<file path="config.mk">
export PLATFORM = sky130hd
export DESIGN_NAME = torque_limit_select_alarm
export DESIGN_NICKNAME = d
export VERILOG_FILES = /design/src/torque_limit_pkg.sv /design/src/input_sync.sv /design/src/torque_clamp.sv /design/src/torque_limit_select_alarm.sv
export SDC_FILE = /design/constraint.sdc
export NUM_CORES = 1
export LEC_CHECK = 0
export BUFFER_PORTS_ARGS = -buffer_cell sky130_fd_sc_hd__buf_4
export CORE_ASPECT_RATIO = 1.25
export CORE_MARGIN = 1.5
export CORE_UTILIZATION = 55
export CTS_CLUSTER_DIAMETER = 60
export DETAILED_ROUTE_END_ITERATION = 8
export PLACE_DENSITY = 0.75
export SYNTH_ARGS = -nofsm -noshare
export SYNTH_HDL_FRONTEND = slang
export SYNTH_SLANG_ARGS = --single-unit
</file>
<file path="constraint.sdc">
create_clock -name sys_clk -period 16.56 [get_ports sys_clk]
set_input_delay 1.656 -clock sys_clk [delete_from_list [all_inputs] [get_ports sys_clk]]
set_output_delay 1.656 -clock sys_clk [all_outputs]
set_load 0.01 [all_outputs]
</file>
<file path="src/torque_limit_pkg.sv">
// torque limit selection and alarm handling: shared constants, register map, helpers
// assumes a 20 MHz system clock and limits expressed in tenths of a percent internally
package torque_limit_pkg;

  // timing
  localparam int unsigned CLK_HZ        = 20_000_000;
  localparam int unsigned UV_TIME_MS    = 100;
  localparam int unsigned UV_CYCLES_DEF = UV_TIME_MS * (CLK_HZ / 1000);

  // analog and supply scaling
  localparam logic [9:0]  UV_BUS_VOLTS   = 10'h0c8;
  localparam logic [10:0] OFFSET_MAX_MV  = 11'h3e7;
  localparam logic [13:0] ANALOG_FULL_MV = 14'h2710;
  localparam logic [6:0]  LIMIT_FULL_PCT = 7'h64;

  // register offsets
  localparam logic [7:0] REG_LIMIT1   = 8'h00;
  localparam logic [7:0] REG_LIMIT2   = 8'h04;
  localparam logic [7:0] REG_OFFSET   = 8'h08;
  localparam logic [7:0] REG_DIR      = 8'h0c;
  localparam logic [7:0] REG_STATE    = 8'h10;
  localparam logic [7:0] REG_ALARM    = 8'h14;
  localparam logic [7:0] REG_IRQ_STAT = 8'h18;
  localparam logic [7:0] REG_IRQ_MASK = 8'h1c;
  localparam logic [7:0] REG_HOME     = 8'h20;
  localparam logic [7:0] REG_ACTIVE   = 8'h24;

  // state register fields
  localparam int unsigned ST_EXT_SEL  = 0;
  localparam int unsigned ST_INT2_SEL = 1;
  localparam int unsigned ST_SERVO    = 2;
  localparam int unsigned ST_BASE     = 3;
  localparam int unsigned ST_LIMITING = 4;
  localparam int unsigned ST_HOME     = 5;
  localparam int unsigned ST_ALARM    = 6;

  // interrupt fields
  localparam int unsigned IRQ_W         = 3;
  localparam int unsigned IRQ_ALARM     = 0;
  localparam int unsigned IRQ_LIMIT     = 1;
  localparam int unsigned IRQ_HOME_LOST = 2;

  // reset values
  localparam logic [6:0]  LIMIT1_RST = 7'h64;
  localparam logic [6:0]  LIMIT2_RST = 7'h64;
  localparam logic [10:0] OFFSET_RST = 11'h000;
  localparam logic        DIR_RST    = 1'b0;

  // alarm codes
  localparam logic [7:0] ALM_NONE        = 8'h00;
  localparam logic [7:0] ALM_UNDERVOLT   = 8'h10;
  localparam logic [7:0] ALM_REGEN       = 8'h30;
  localparam logic [7:0] ALM_OVERCURRENT = 8'h32;
  localparam logic [7:0] ALM_OVERLOAD1   = 8'h50;
  localparam logic [7:0] ALM_OVERLOAD2   = 8'h51;

  function automatic logic [9:0] pct_to_tenths(input logic [6:0] pct);
    pct_to_tenths = 10'({3'h0, pct} * 10'h00a);
  endfunction

  function automatic logic [9:0] min_tenths(input logic [9:0] a, input logic [9:0] b);
    min_tenths = (a < b) ? a : b;
  endfunction

endpackage

</file>
<file path="src/input_sync.sv">
// two-flop synchroniser for a group of asynchronous contact inputs
// assumes each bit is an independent level; no bus coherence
`timescale 1ns/100ps
`default_nettype none
module input_sync #(
  parameter int unsigned W = 8
) (
  input  wire logic         sys_clk,
  input  wire logic         rst_n,
  input  wire logic [W-1:0] d,
  output logic      [W-1:0] q
);
  logic [W-1:0] meta_ff;

  always_ff @(posedge sys_clk) begin
    if (!rst_n) begin
      meta_ff <= '0;
      q       <= '0;
    end else begin
      meta_ff <= d;
      q       <= meta_ff;
    end
  end
endmodule
`default_nettype wire

</file>
<file path="src/torque_clamp.sv">
// signed torque clamp against a magnitude limit, per direction enable
// assumes positive command is the counter-clockwise direction
`timescale 1ns/100ps
`default_nettype none
module torque_clamp #(
  parameter int unsigned CMD_W = 16
) (
  input  wire logic signed [CMD_W-1:0] cmd,
  input  wire logic        [9:0]       limit,
  input  wire logic                    pos_en,
  input  wire logic                    neg_en,
  output logic signed      [CMD_W-1:0] clamped,
  output logic                         at_limit
);
  logic signed [CMD_W-1:0] lim_s;

  if (CMD_W < 12) begin : g_cmd_chk
    $error("torque_clamp: CMD_W must be at least 12");
  end

  assign lim_s = signed'({{(CMD_W-10){1'b0}}, limit});

  always_comb begin
    clamped  = cmd;
    at_limit = 1'b0;
    if (pos_en && cmd >= lim_s) begin
      clamped  = lim_s;
      at_limit = 1'b1;
    end else if (neg_en && cmd <= -lim_s) begin
      clamped  = -lim_s;
      at_limit = 1'b1;
    end
  end
endmodule
`default_nettype wire

</file>
<file path="src/torque_limit_select_alarm.sv">
// torque limit selection, command clamp and latched alarm handling for a servo amplifier
// assumes contact inputs are asynchronous pins; adc words and torque command are on sys_clk
// assumes rst_n follows control power, so only a power cycle clears a latched alarm
//
// Our own choices: the register offsets and the address-and-strobe port.
`timescale 1ns/100ps
`default_nettype none
// Functional notes
// - neither select: internal limit one
// - external select: min analog, limit one
// - limit2 select: min limit two, one
// - both selects: min analog, limit two
// - shorted contact reads one, open zero
// - signed millivolt offset added to analog
// - direction digit: both, or ccw only
// - any alarm cuts base drive immediately
// - alarm clears only by power cycle
// - persisting cause re-raises alarm after cycle
// - long control power dip: undervoltage
// - low dc bus: undervoltage alarm
// - distinct codes for each fault kind
// - alarm loses home, homing required
// - limiting flag; cleared by servo off
module torque_limit_select_alarm #(
  parameter int unsigned UV_CYCLES = torque_limit_pkg::UV_CYCLES_DEF,
  parameter int unsigned CMD_W     = 16
) (
  input  wire logic                    sys_clk,
  input  wire logic                    rst_n,
  input  wire logic [7:0]              reg_addr,
  input  wire logic [15:0]             reg_wdata,
  input  wire logic                    reg_wr,
  input  wire logic                    reg_rd,
  output logic      [15:0]             reg_rdata,
  input  wire logic                    ext_limit_select,
  input  wire logic                    int_limit2_select,
  input  wire logic                    servo_enable_input,
  input  wire logic                    ctrl_power_present,
  input  wire logic                    overcurrent_fault,
  input  wire logic                    overload1_fault,
  input  wire logic                    overload2_fault,
  input  wire logic                    regen_fault,
  input  wire logic [13:0]             analog_limit_input,
  input  wire logic [9:0]              dc_bus_volts,
  input  wire logic                    homing_done,
  input  wire logic signed [CMD_W-1:0] torque_cmd,
  output logic signed      [CMD_W-1:0] torque_out,
  output logic                         torque_limiting_flag,
  output logic                         base_drive_en,
  output logic                         alarm_active,
  output logic      [7:0]              alarm_code,
  output logic                         home_valid,
  output logic                         irq
);

  if (UV_CYCLES < 2) begin : g_uv_chk
    $error("UV_CYCLES must be at least 2");
  end

  // synchronised contacts: index order below
  logic [7:0] pins_s;
  logic       ext_s, int2_s, servo_s, power_s, oc_s, ol1_s, ol2_s, regen_s;

  input_sync #(
    .W (8)
  ) u_sync (
    .sys_clk (sys_clk),
    .rst_n   (rst_n),
    .d       ({regen_fault, overload2_fault, overload1_fault, overcurrent_fault,
                ctrl_power_present, servo_enable_input, int_limit2_select, ext_limit_select}),
    .q       (pins_s)
  );

  // a high level means the contact to common is shorted
  assign {regen_s, ol2_s, ol1_s, oc_s, power_s, servo_s, int2_s, ext_s} = pins_s;

  // software settings
  logic [6:0]           limit1_ff;
  logic [6:0]           limit2_ff;
  logic signed [10:0]   offset_ff;
  logic                 ccw_only_ff;
  localparam int unsigned IRQ_W_L = torque_limit_pkg::IRQ_W;
  logic [IRQ_W_L-1:0]   irq_mask_ff;
  logic [IRQ_W_L-1:0]   irq_stat_ff;

  logic wr_limit1, wr_limit2, wr_offset, wr_dir, wr_mask, wr_home, rd_irq;
  assign wr_limit1 = reg_wr && reg_addr == torque_limit_pkg::REG_LIMIT1;
  assign wr_limit2 = reg_wr && reg_addr == torque_limit_pkg::REG_LIMIT2;
  assign wr_offset = reg_wr && reg_addr == torque_limit_pkg::REG_OFFSET;
  assign wr_dir    = reg_wr && reg_addr == torque_limit_pkg::REG_DIR;
  assign wr_mask   = reg_wr && reg_addr == torque_limit_pkg::REG_IRQ_MASK;
  assign wr_home   = reg_wr && reg_addr == torque_limit_pkg::REG_HOME && reg_wdata[0];
  assign rd_irq    = reg_rd && reg_addr == torque_limit_pkg::REG_IRQ_STAT;

  // limits above full scale saturate at full scale
  always_ff @(posedge sys_clk) begin
    if (!rst_n) begin
      limit1_ff <= torque_limit_pkg::LIMIT1_RST;
      limit2_ff <= torque_limit_pkg::LIMIT2_RST;
    end else begin
      if (wr_limit1) begin
        limit1_ff <= (reg_wdata > 16'(torque_limit_pkg::LIMIT_FULL_PCT)) ?
                     torque_limit_pkg::LIMIT_FULL_PCT : reg_wdata[6:0];
      end
      if (wr_limit2) begin
        limit2_ff <= (reg_wdata > 16'(torque_limit_pkg::LIMIT_FULL_PCT)) ?
                     torque_limit_pkg::LIMIT_FULL_PCT : reg_wdata[6:0];
      end
    end
  end

  // offset is written as a signed 16-bit value and saturated to the legal span
  always_ff @(posedge sys_clk) begin
    if (!rst_n) begin
      offset_ff <= signed'(torque_limit_pkg::OFFSET_RST);
    end else if (wr_offset) begin
      if (signed'(reg_wdata) > signed'(16'(torque_limit_pkg::OFFSET_MAX_MV))) begin
        offset_ff <= signed'(torque_limit_pkg::OFFSET_MAX_MV);
      end else if (signed'(reg_wdata) < -signed'(16'(torque_limit_pkg::OFFSET_MAX_MV))) begin
        offset_ff <= -signed'(torque_limit_pkg::OFFSET_MAX_MV);
      end else begin
        offset_ff <= signed'(reg_wdata[10:0]);
      end
    end
  end

  always_ff @(posedge sys_clk) begin
    if (!rst_n) begin
      ccw_only_ff <= torque_limit_pkg::DIR_RST;
      irq_mask_ff <= '0;
    end else begin
      if (wr_dir) begin
        ccw_only_ff <= reg_wdata[0];
      end
      if (wr_mask) begin
        irq_mask_ff <= reg_wdata[IRQ_W_L-1:0];
      end
    end
  end

  // analog limit path: offset, saturate to 0..10 V, scale 10 mV per tenth percent
  logic signed [15:0] analog_adj;
  logic [13:0]        analog_mv;
  logic [9:0]         analog_tenths;
  assign analog_adj = signed'({2'h0, analog_limit_input}) + 16'(offset_ff);
  assign analog_mv  = (analog_adj < 0) ? 14'h0000 :
                      (analog_adj > signed'({2'h0, torque_limit_pkg::ANALOG_FULL_MV})) ?
                      torque_limit_pkg::ANALOG_FULL_MV : analog_adj[13:0];
  assign analog_tenths = 10'(analog_mv / 14'h000a);

  // limit selection
  logic [9:0] lim1_t, lim2_t, active_limit;
  assign lim1_t = torque_limit_pkg::pct_to_tenths(limit1_ff);
  assign lim2_t = torque_limit_pkg::pct_to_tenths(limit2_ff);

  always_comb begin
    unique case ({int2_s, ext_s})
      2'b00: active_limit = lim1_t;
      2'b01: active_limit = torque_limit_pkg::min_tenths(analog_tenths, lim1_t);
      2'b10: active_limit = torque_limit_pkg::min_tenths(lim2_t, lim1_t);
      2'b11: active_limit = torque_limit_pkg::min_tenths(analog_tenths, lim2_t);
    endcase
  end

  // positive command is ccw; cw limiting is dropped when the ccw-only digit is set
  logic signed [CMD_W-1:0] clamped;
  logic                    at_limit;
  logic                    cw_limited;
  assign cw_limited = !ccw_only_ff;

  torque_clamp #(
    .CMD_W (CMD_W)
  ) u_clamp (
    .cmd      (torque_cmd),
    .limit    (active_limit),
    .pos_en   (1'b1),
    .neg_en   (cw_limited),
    .clamped  (clamped),
    .at_limit (at_limit)
  );

  always_ff @(posedge sys_clk) begin
    if (!rst_n) begin
      torque_out <= '0;
    end else begin
      torque_out <= clamped;
    end
  end

  // limiting flag only while the servo is enabled
  logic limit_rise;
  assign limit_rise = servo_s && at_limit && !torque_limiting_flag;

  always_ff @(posedge sys_clk) begin
    if (!rst_n) begin
      torque_limiting_flag <= 1'b0;
    end else begin
      torque_limiting_flag <= servo_s && at_limit;
    end
  end

  // undervoltage: control power dip timer; a full shutdown arrives as rst_n instead
  logic [31:0] dip_cnt_ff;
  logic        dip_long;
  assign dip_long = dip_cnt_ff >= 32'(UV_CYCLES - 1);

  always_ff @(posedge sys_clk) begin
    if (!rst_n || power_s) begin
      dip_cnt_ff <= '0;
    end else if (!dip_long) begin
      dip_cnt_ff <= dip_cnt_ff + 32'h0000_0001;
    end
  end

  logic bus_low, uv_now;
  assign bus_low = dc_bus_volts <= torque_limit_pkg::UV_BUS_VOLTS;
  assign uv_now  = bus_low || (!power_s && dip_long);

  // first cause found wins the code; overcurrent ranks highest as it is the most harmful
  logic       fault_now;
  logic [7:0] nxt_code;
  assign fault_now = oc_s || ol1_s || ol2_s || regen_s || uv_now;

  always_comb begin
    nxt_code = torque_limit_pkg::ALM_NONE;
    if (oc_s) begin
      nxt_code = torque_limit_pkg::ALM_OVERCURRENT;
    end else if (ol1_s) begin
      nxt_code = torque_limit_pkg::ALM_OVERLOAD1;
    end else if (ol2_s) begin
      nxt_code = torque_limit_pkg::ALM_OVERLOAD2;
    end else if (regen_s) begin
      nxt_code = torque_limit_pkg::ALM_REGEN;
    end else if (uv_now) begin
      nxt_code = torque_limit_pkg::ALM_UNDERVOLT;
    end
  end

  // latch has no clear path except reset; a cause still present re-latches at once
  always_ff @(posedge sys_clk) begin
    if (!rst_n) begin
      alarm_active <= 1'b0;
      alarm_code   <= torque_limit_pkg::ALM_NONE;
    end else if (!alarm_active && fault_now) begin
      alarm_active <= 1'b1;
      alarm_code   <= nxt_code;
    end
  end

  // base drive drops in the same cycle as the fault is seen, before the latch
  assign base_drive_en = servo_s && !alarm_active && !fault_now;

  always_ff @(posedge sys_clk) begin
    if (!rst_n) begin
      home_valid <= 1'b0;
    end else if (alarm_active || fault_now) begin
      home_valid <= 1'b0;
    end else if (homing_done || wr_home) begin
      home_valid <= 1'b1;
    end
  end

  // sticky events; a new event in the read cycle survives the read
  logic [IRQ_W_L-1:0] events;
  assign events[torque_limit_pkg::IRQ_ALARM]     = fault_now && !alarm_active;
  assign events[torque_limit_pkg::IRQ_LIMIT]     = limit_rise;
  assign events[torque_limit_pkg::IRQ_HOME_LOST] = home_valid && fault_now;

  always_ff @(posedge sys_clk) begin
    if (!rst_n) begin
      irq_stat_ff <= '0;
    end else begin
      irq_stat_ff <= (rd_irq ? '0 : irq_stat_ff) | events;
    end
  end

  assign irq = |(irq_stat_ff & irq_mask_ff);

  // read port: data valid only in the cycle after the strobe, zero elsewhere
  logic [15:0] nxt_rdata;
  always_comb begin
    nxt_rdata = 16'h0000;
    unique case (reg_addr)
      torque_limit_pkg::REG_LIMIT1:   nxt_rdata = {9'h000, limit1_ff};
      torque_limit_pkg::REG_LIMIT2:   nxt_rdata = {9'h000, limit2_ff};
      torque_limit_pkg::REG_OFFSET:   nxt_rdata = 16'(offset_ff);
      torque_limit_pkg::REG_DIR:      nxt_rdata = {15'h0000, ccw_only_ff};
      torque_limit_pkg::REG_STATE: begin
        nxt_rdata[torque_limit_pkg::ST_EXT_SEL]  = ext_s;
        nxt_rdata[torque_limit_pkg::ST_INT2_SEL] = int2_s;
        nxt_rdata[torque_limit_pkg::ST_SERVO]    = servo_s;
        nxt_rdata[torque_limit_pkg::ST_BASE]     = base_drive_en;
        nxt_rdata[torque_limit_pkg::ST_LIMITING] = torque_limiting_flag;
        nxt_rdata[torque_limit_pkg::ST_HOME]     = home_valid;
        nxt_rdata[torque_limit_pkg::ST_ALARM]    = alarm_active;
      end
      torque_limit_pkg::REG_ALARM:    nxt_rdata = {8'h00, alarm_code};
      torque_limit_pkg::REG_IRQ_STAT: nxt_rdata = 16'(irq_stat_ff);
      torque_limit_pkg::REG_IRQ_MASK: nxt_rdata = 16'(irq_mask_ff);
      torque_limit_pkg::REG_HOME:     nxt_rdata = {15'h0000, home_valid};
      torque_limit_pkg::REG_ACTIVE:   nxt_rdata = {6'h00, active_limit};
      default:                        nxt_rdata = 16'h0000;
    endcase
  end

  always_ff @(posedge sys_clk) begin
    if (!rst_n) begin
      reg_rdata <= 16'h0000;
    end else begin
      reg_rdata <= reg_rd ? nxt_rdata : 16'h0000;
    end
  end

  a_sel_default: assert property (@(posedge sys_clk) disable iff (!rst_n)
    (!int2_s && !ext_s) |-> active_limit == torque_limit_pkg::pct_to_tenths(limit1_ff))
    else $error("default selection is not limit one");

  a_sel_analog: assert property (@(posedge sys_clk) disable iff (!rst_n)
    (!int2_s && ext_s) |-> (active_limit <= lim1_t && active_limit <= analog_tenths))
    else $error("external selection exceeds a source");

  a_sel_limit2: assert property (@(posedge sys_clk) disable iff (!rst_n)
    (int2_s && !ext_s) |-> (active_limit <= lim1_t && (active_limit == lim1_t || active_limit == lim2_t)))
    else $error("limit two selection wrong");

  a_sel_both: assert property (@(posedge sys_clk) disable iff (!rst_n)
    (int2_s && ext_s) |-> (active_limit <= lim2_t && active_limit <= analog_tenths))
    else $error("both selections exceed a source");

  a_base_cut: assert property (@(posedge sys_clk) disable iff (!rst_n)
    (fault_now || alarm_active) |-> !base_drive_en)
    else $error("base drive on during alarm");

  a_alarm_sticky: assert property (@(posedge sys_clk) disable iff (!rst_n)
    alarm_active |=> (alarm_active && $stable(alarm_code)))
    else $error("alarm cleared without power cycle");

  a_uv_bus: assert property (@(posedge sys_clk) disable iff (!rst_n)
    bus_low |=> alarm_active)
    else $error("low bus voltage raised no alarm");

  a_uv_dip: assert property (@(posedge sys_clk) disable iff (!rst_n)
    (power_s ##1 !power_s) |-> (dip_cnt_ff == 32'h0000_0000))
    else $error("dip timer not restarted");

  a_home_lost: assert property (@(posedge sys_clk) disable iff (!rst_n)
    $rose(alarm_active) |-> !home_valid)
    else $error("home kept across alarm");

  a_flag_off: assert property (@(posedge sys_clk) disable iff (!rst_n)
    !servo_s |=> !torque_limiting_flag)
    else $error("limiting flag with servo off");

  a_cw_pass: assert property (@(posedge sys_clk) disable iff (!rst_n)
    (ccw_only_ff && torque_cmd < 0) |=> torque_out == $past(torque_cmd))
    else $error("cw command clamped while unlimited");

  a_ccw_clamp: assert property (@(posedge sys_clk) disable iff (!rst_n)
    (torque_cmd > 0) |=> torque_out <= signed'({{(CMD_W-10){1'b0}}, $past(active_limit)}))
    else $error("ccw command above limit");

endmodule
`default_nettype wire

</file>
==> key figures <==
Die
  – Row cnt: 55
  – Die span in y: 154 um
  – Initial core utilization: 55.9%
  – Standard cell core area: 0.0180 mm^2
  – Die Footprint: about 0.019 mm^2
  – X dimension of the die: approximately 120 um
  – Io pins: 122

Power and ir drop
  – PD cells: ~80 mW/mm^2
  – Seq pwr share: 31.3%
  – Combinational share of power: 27.7%
  – Cell leakage power: 4.93 nW
  – Net switching power figure: roughly 0.31 mW
  – Cell-internal power: 0.614 mW
  – Worst VDD drop: ~0.000078 V
  – Switching part of the total power: 33.5%
  – Clock power share: 40.9%

Placement
  – DP Wirelength: 23,300 um
  – Cell Count Post-Placement: 1,564
  – GPL Wtd Cong: between 0.9 and 1
  – Count of buffers inserted at the top-level ports: 118
  – Worst Setup Slack post-DPL: 3.01 ns

Yosys
  – Synthesized flop and latch total: 115
  – Yosys synthesis warning count: 0
  – Number of enable-type register cells in the synthesized netlist: 0
  – Most common flop cell mapped by yosys: sky130_fd_sc_hd__dfxtp_1
  – Netlist area before placement: 0.0101 mm^2
  – Share of flip-flops with an asynchronous set or reset after synthesis: 0%
  – Mean cell area of the mapped netlist: 7.96 um^2
  – Number of standard cells after synthesis: 1,266
  – Sequential share of the synthesized area: 22.9%
  – Count of unique library cells instantiated by Yosys: 112

Global routing
  – Overall Global Routing Usage: 32.4%
  – Vias in the first global route: 9,874
  – First-pass GRT wire length: 49,300 um
  – GRT Residual Overflow: 0
  – Pin count of the biggest net entering global routing: 74
  – Initial antenna violation count: 0

Layout
  – Count of nets after finishing: 1,521
  – Most frequent standard cell in the layout excluding fill and tap cells: sky130_fd_sc_hd__buf_4
  – Final standard cell count with taps included and fillers excluded: 1,596
  – Inserted Diodes: 0
  – # fillers: roughly 1.6k
  – Leading cell types in the layout, fill and taps excluded: 122 x sky130_fd_sc_hd__buf_4, 115 x sky130_fd_sc_hd__dfxtp_1, 110 x sky130_fd_sc_hd__nor2_1
  – Area growth from synthesis to layout: 14.9%
  – Fraction of final layout cells with drive strength greater than 1: 15.8%
  – Utilization after layout: ~64%

Routing
  – Via density per instance: 6.42
  – TritonRoute pass-1 iters: 7
  – ANT nets after route: 0
  – Drc violations: 0
  – Total via count after detailed routing: a little over 10k
  – WL met1: 12,200 um
  – Per-cell routed wire length: 19.1 um
  – Uppermost signal routing layer after detailed routing: met4
  – DRC violation total after the first TritonRoute iteration: 842
  – Post-Route WL: roughly 30,000 um
  – Routed length on met3: 1740 um
  – Met2 routed wirelength: 15,000 um

Timing
  – Final period utilization: 80.4%
  – Fin. Hold Viols: 0
  – Unrepaired setup endpoints after global routing: false
  – Final Max Tran Viols: 0
  – Headroom to the max-slew limit: 39.7%
  – Clock Skew: 0.0118 ns
  – Final setup violation count: 0
  – Worst slack on hold paths: 0.427 ns
  – Worst-case setup margin in the final layout: between 3 and 4 ns
  – Max Clk Rate: 75.1 MHz
  – Time the final worst path needs with I/O delays and setup: 13.31 ns
  – Worst-Margin Slew: 0.893 ns
  – Setup tns final: 0 ns

Clock network
  – Largest buffer count on any clock path: 2
  – TritonCTS clock tree: built
  – Num CTS Buffers: 17
  – Post-cts resize count: 0
  – Clock latency reported for the late side of the worst-skew pair: 0.42 ns
  – CTS H-Tree Depth: 4
  – Master cell of the clock root buffer: sky130_fd_sc_hd__clkbuf_16
  – Clock sink count: ~120
  – Buffer count from post-CTS setup fixing: 0
  – Clock transition at path regs: ~0.060 ns
  – Number of buffers added to fix hold violations after cts: 0

Setup path
  – Setup crit end kind: flip-flop
  – Worst path slowest cell: sky130_fd_sc_hd__o211ai_1
  – Worst stage delay on the critical path: 0.75 ns
  – Required time at the endpoint of the critical path: about 17 ns
  – Top fanout value on the critical path: 28
  – Category of the worst setup path launch point: primary input
  – Kind of cell adding the most delay to the critical path: compound AO/OA/AOI/OAI gates
  – Critical setup path kind: primary input to flip-flop
  – Cell with the most instances on the worst path: sky130_fd_sc_hd__a21oi_1
  – Critical path buffer and inverter count: 3
  – Crit path arrival time: roughly 14 ns

Worst hold path
  – Worst min-delay path class: flip-flop to flip-flop

Job
  – Max-Cap Viols: 0

Status
  – Result of the run: completed
-- routing by layer --
| metal | vias up | track usage (%) |
|---|---|---|
| met5 | - | 0 |
| met4 | 0 | 16.5 |
| met3 | 112 | 4.39 |
| met2 | 434 | 56.6 |
| met1 | 4790 | 38.0 |
| li1 | 4905 | - |
-- state kept, by name (all words and copies together) (netlist names) --
register / cells
torque_limiting_flag: 1
torque_out: 16
limit1_ff: 7
home_valid: 1
ccw_only_ff: 1
limit2_ff: 7
alarm_active: 1
u_sync.q: 8
reg_rdata: 11
irq_stat_ff: 3
offset_ff: 11
u_sync.meta_ff: 8
dip_cnt_ff: 32
alarm_code: 5
irq_mask_ff: 3
-- cell families after synthesis --
logic type / after synthesis / synth area share [%]
compound gates: 390 / 28.5
xor+xnor: 49 / 4.26
fa+ha+maj: 90 / 11.4
buf+inv: 105 / 4.96
flops: 115 / 22.9
mux: 32 / 3.34
other cells: 1 / 0.0372
simple gates: 484 / 24.7
-- power groups by stage --
stage,logic [mW],clock network [mW],registers [mW]
2_1_floorplan,0.184,0,0.295
3_3_place_gp,0.249,0,0.295
3_5_place_dp,0.251,0,0.295
4_1_cts,0.252,0.381,0.290
5_1_grt,0.281,0.395,0.290
6_report,0.256,0.378,0.290
-- metrics by stage --
stage	total power, mW	cell area [um^2]
finish	0.924	11600
global route	0.966	11600
CTS	0.923	11600
detailed placement	0.546	11000
global placement	0.544	11000
floorplan	0.479	10100
-- final cells by class --
class / count / area (um^2) / area share (%)
repair buffers: 122 / 916 / 7.91
well taps: 228 / 285 / 2.46
inverters: 51 / 191 / 1.65
flip-flops and latches: 115 / 2300 / 19.9
clock buffers: 18 / 429 / 3.71
clock inverters: 14 / 166 / 1.44
multi-input cells: 1048 / 7280 / 62.9
-- synth_stat cells (18+ instances only) --
master | instances | area, um^2
sky130_fd_sc_hd__a211oi_1 | 20 | 150
sky130_fd_sc_hd__a21o_1 | 19 | 143
sky130_fd_sc_hd__a21oi_1 | 84 | 420
sky130_fd_sc_hd__a31oi_1 | 18 | 113
sky130_fd_sc_hd__and2_1 | 51 | 319
sky130_fd_sc_hd__clkbuf_1 | 27 | 101
sky130_fd_sc_hd__dfxtp_1 | 115 | 2300
sky130_fd_sc_hd__ha_1 | 86 | 1080
sky130_fd_sc_hd__inv_1 | 48 | 180
sky130_fd_sc_hd__mux2i_1 | 24 | 240
sky130_fd_sc_hd__nand2_1 | 109 | 409
sky130_fd_sc_hd__nand2b_1 | 29 | 181
sky130_fd_sc_hd__nand3_1 | 38 | 190
sky130_fd_sc_hd__nand4_1 | 20 | 125
sky130_fd_sc_hd__nor2_1 | 110 | 413
sky130_fd_sc_hd__nor2b_1 | 27 | 169
sky130_fd_sc_hd__nor3_1 | 33 | 165
sky130_fd_sc_hd__o211ai_1 | 20 | 150
sky130_fd_sc_hd__o21ai_0 | 56 | 280
sky130_fd_sc_hd__xnor2_1 | 23 | 201
sky130_fd_sc_hd__xor2_1 | 26 | 228
-- worst paths after layout --
path / start / to / slack (ns) / cells after the start
max: analog_limit_input[6] / torque_out[6] / 3.25 / 47
min: u_sync.meta_ff[4] / u_sync.q[4] / 0.43 / 1
max reg2reg: offset_ff[10] / torque_out[6] / 4.16 / 45
min reg2reg: u_sync.meta_ff[4] / u_sync.q[4] / 0.43 / 1
(Power assumes the default switching activity.)
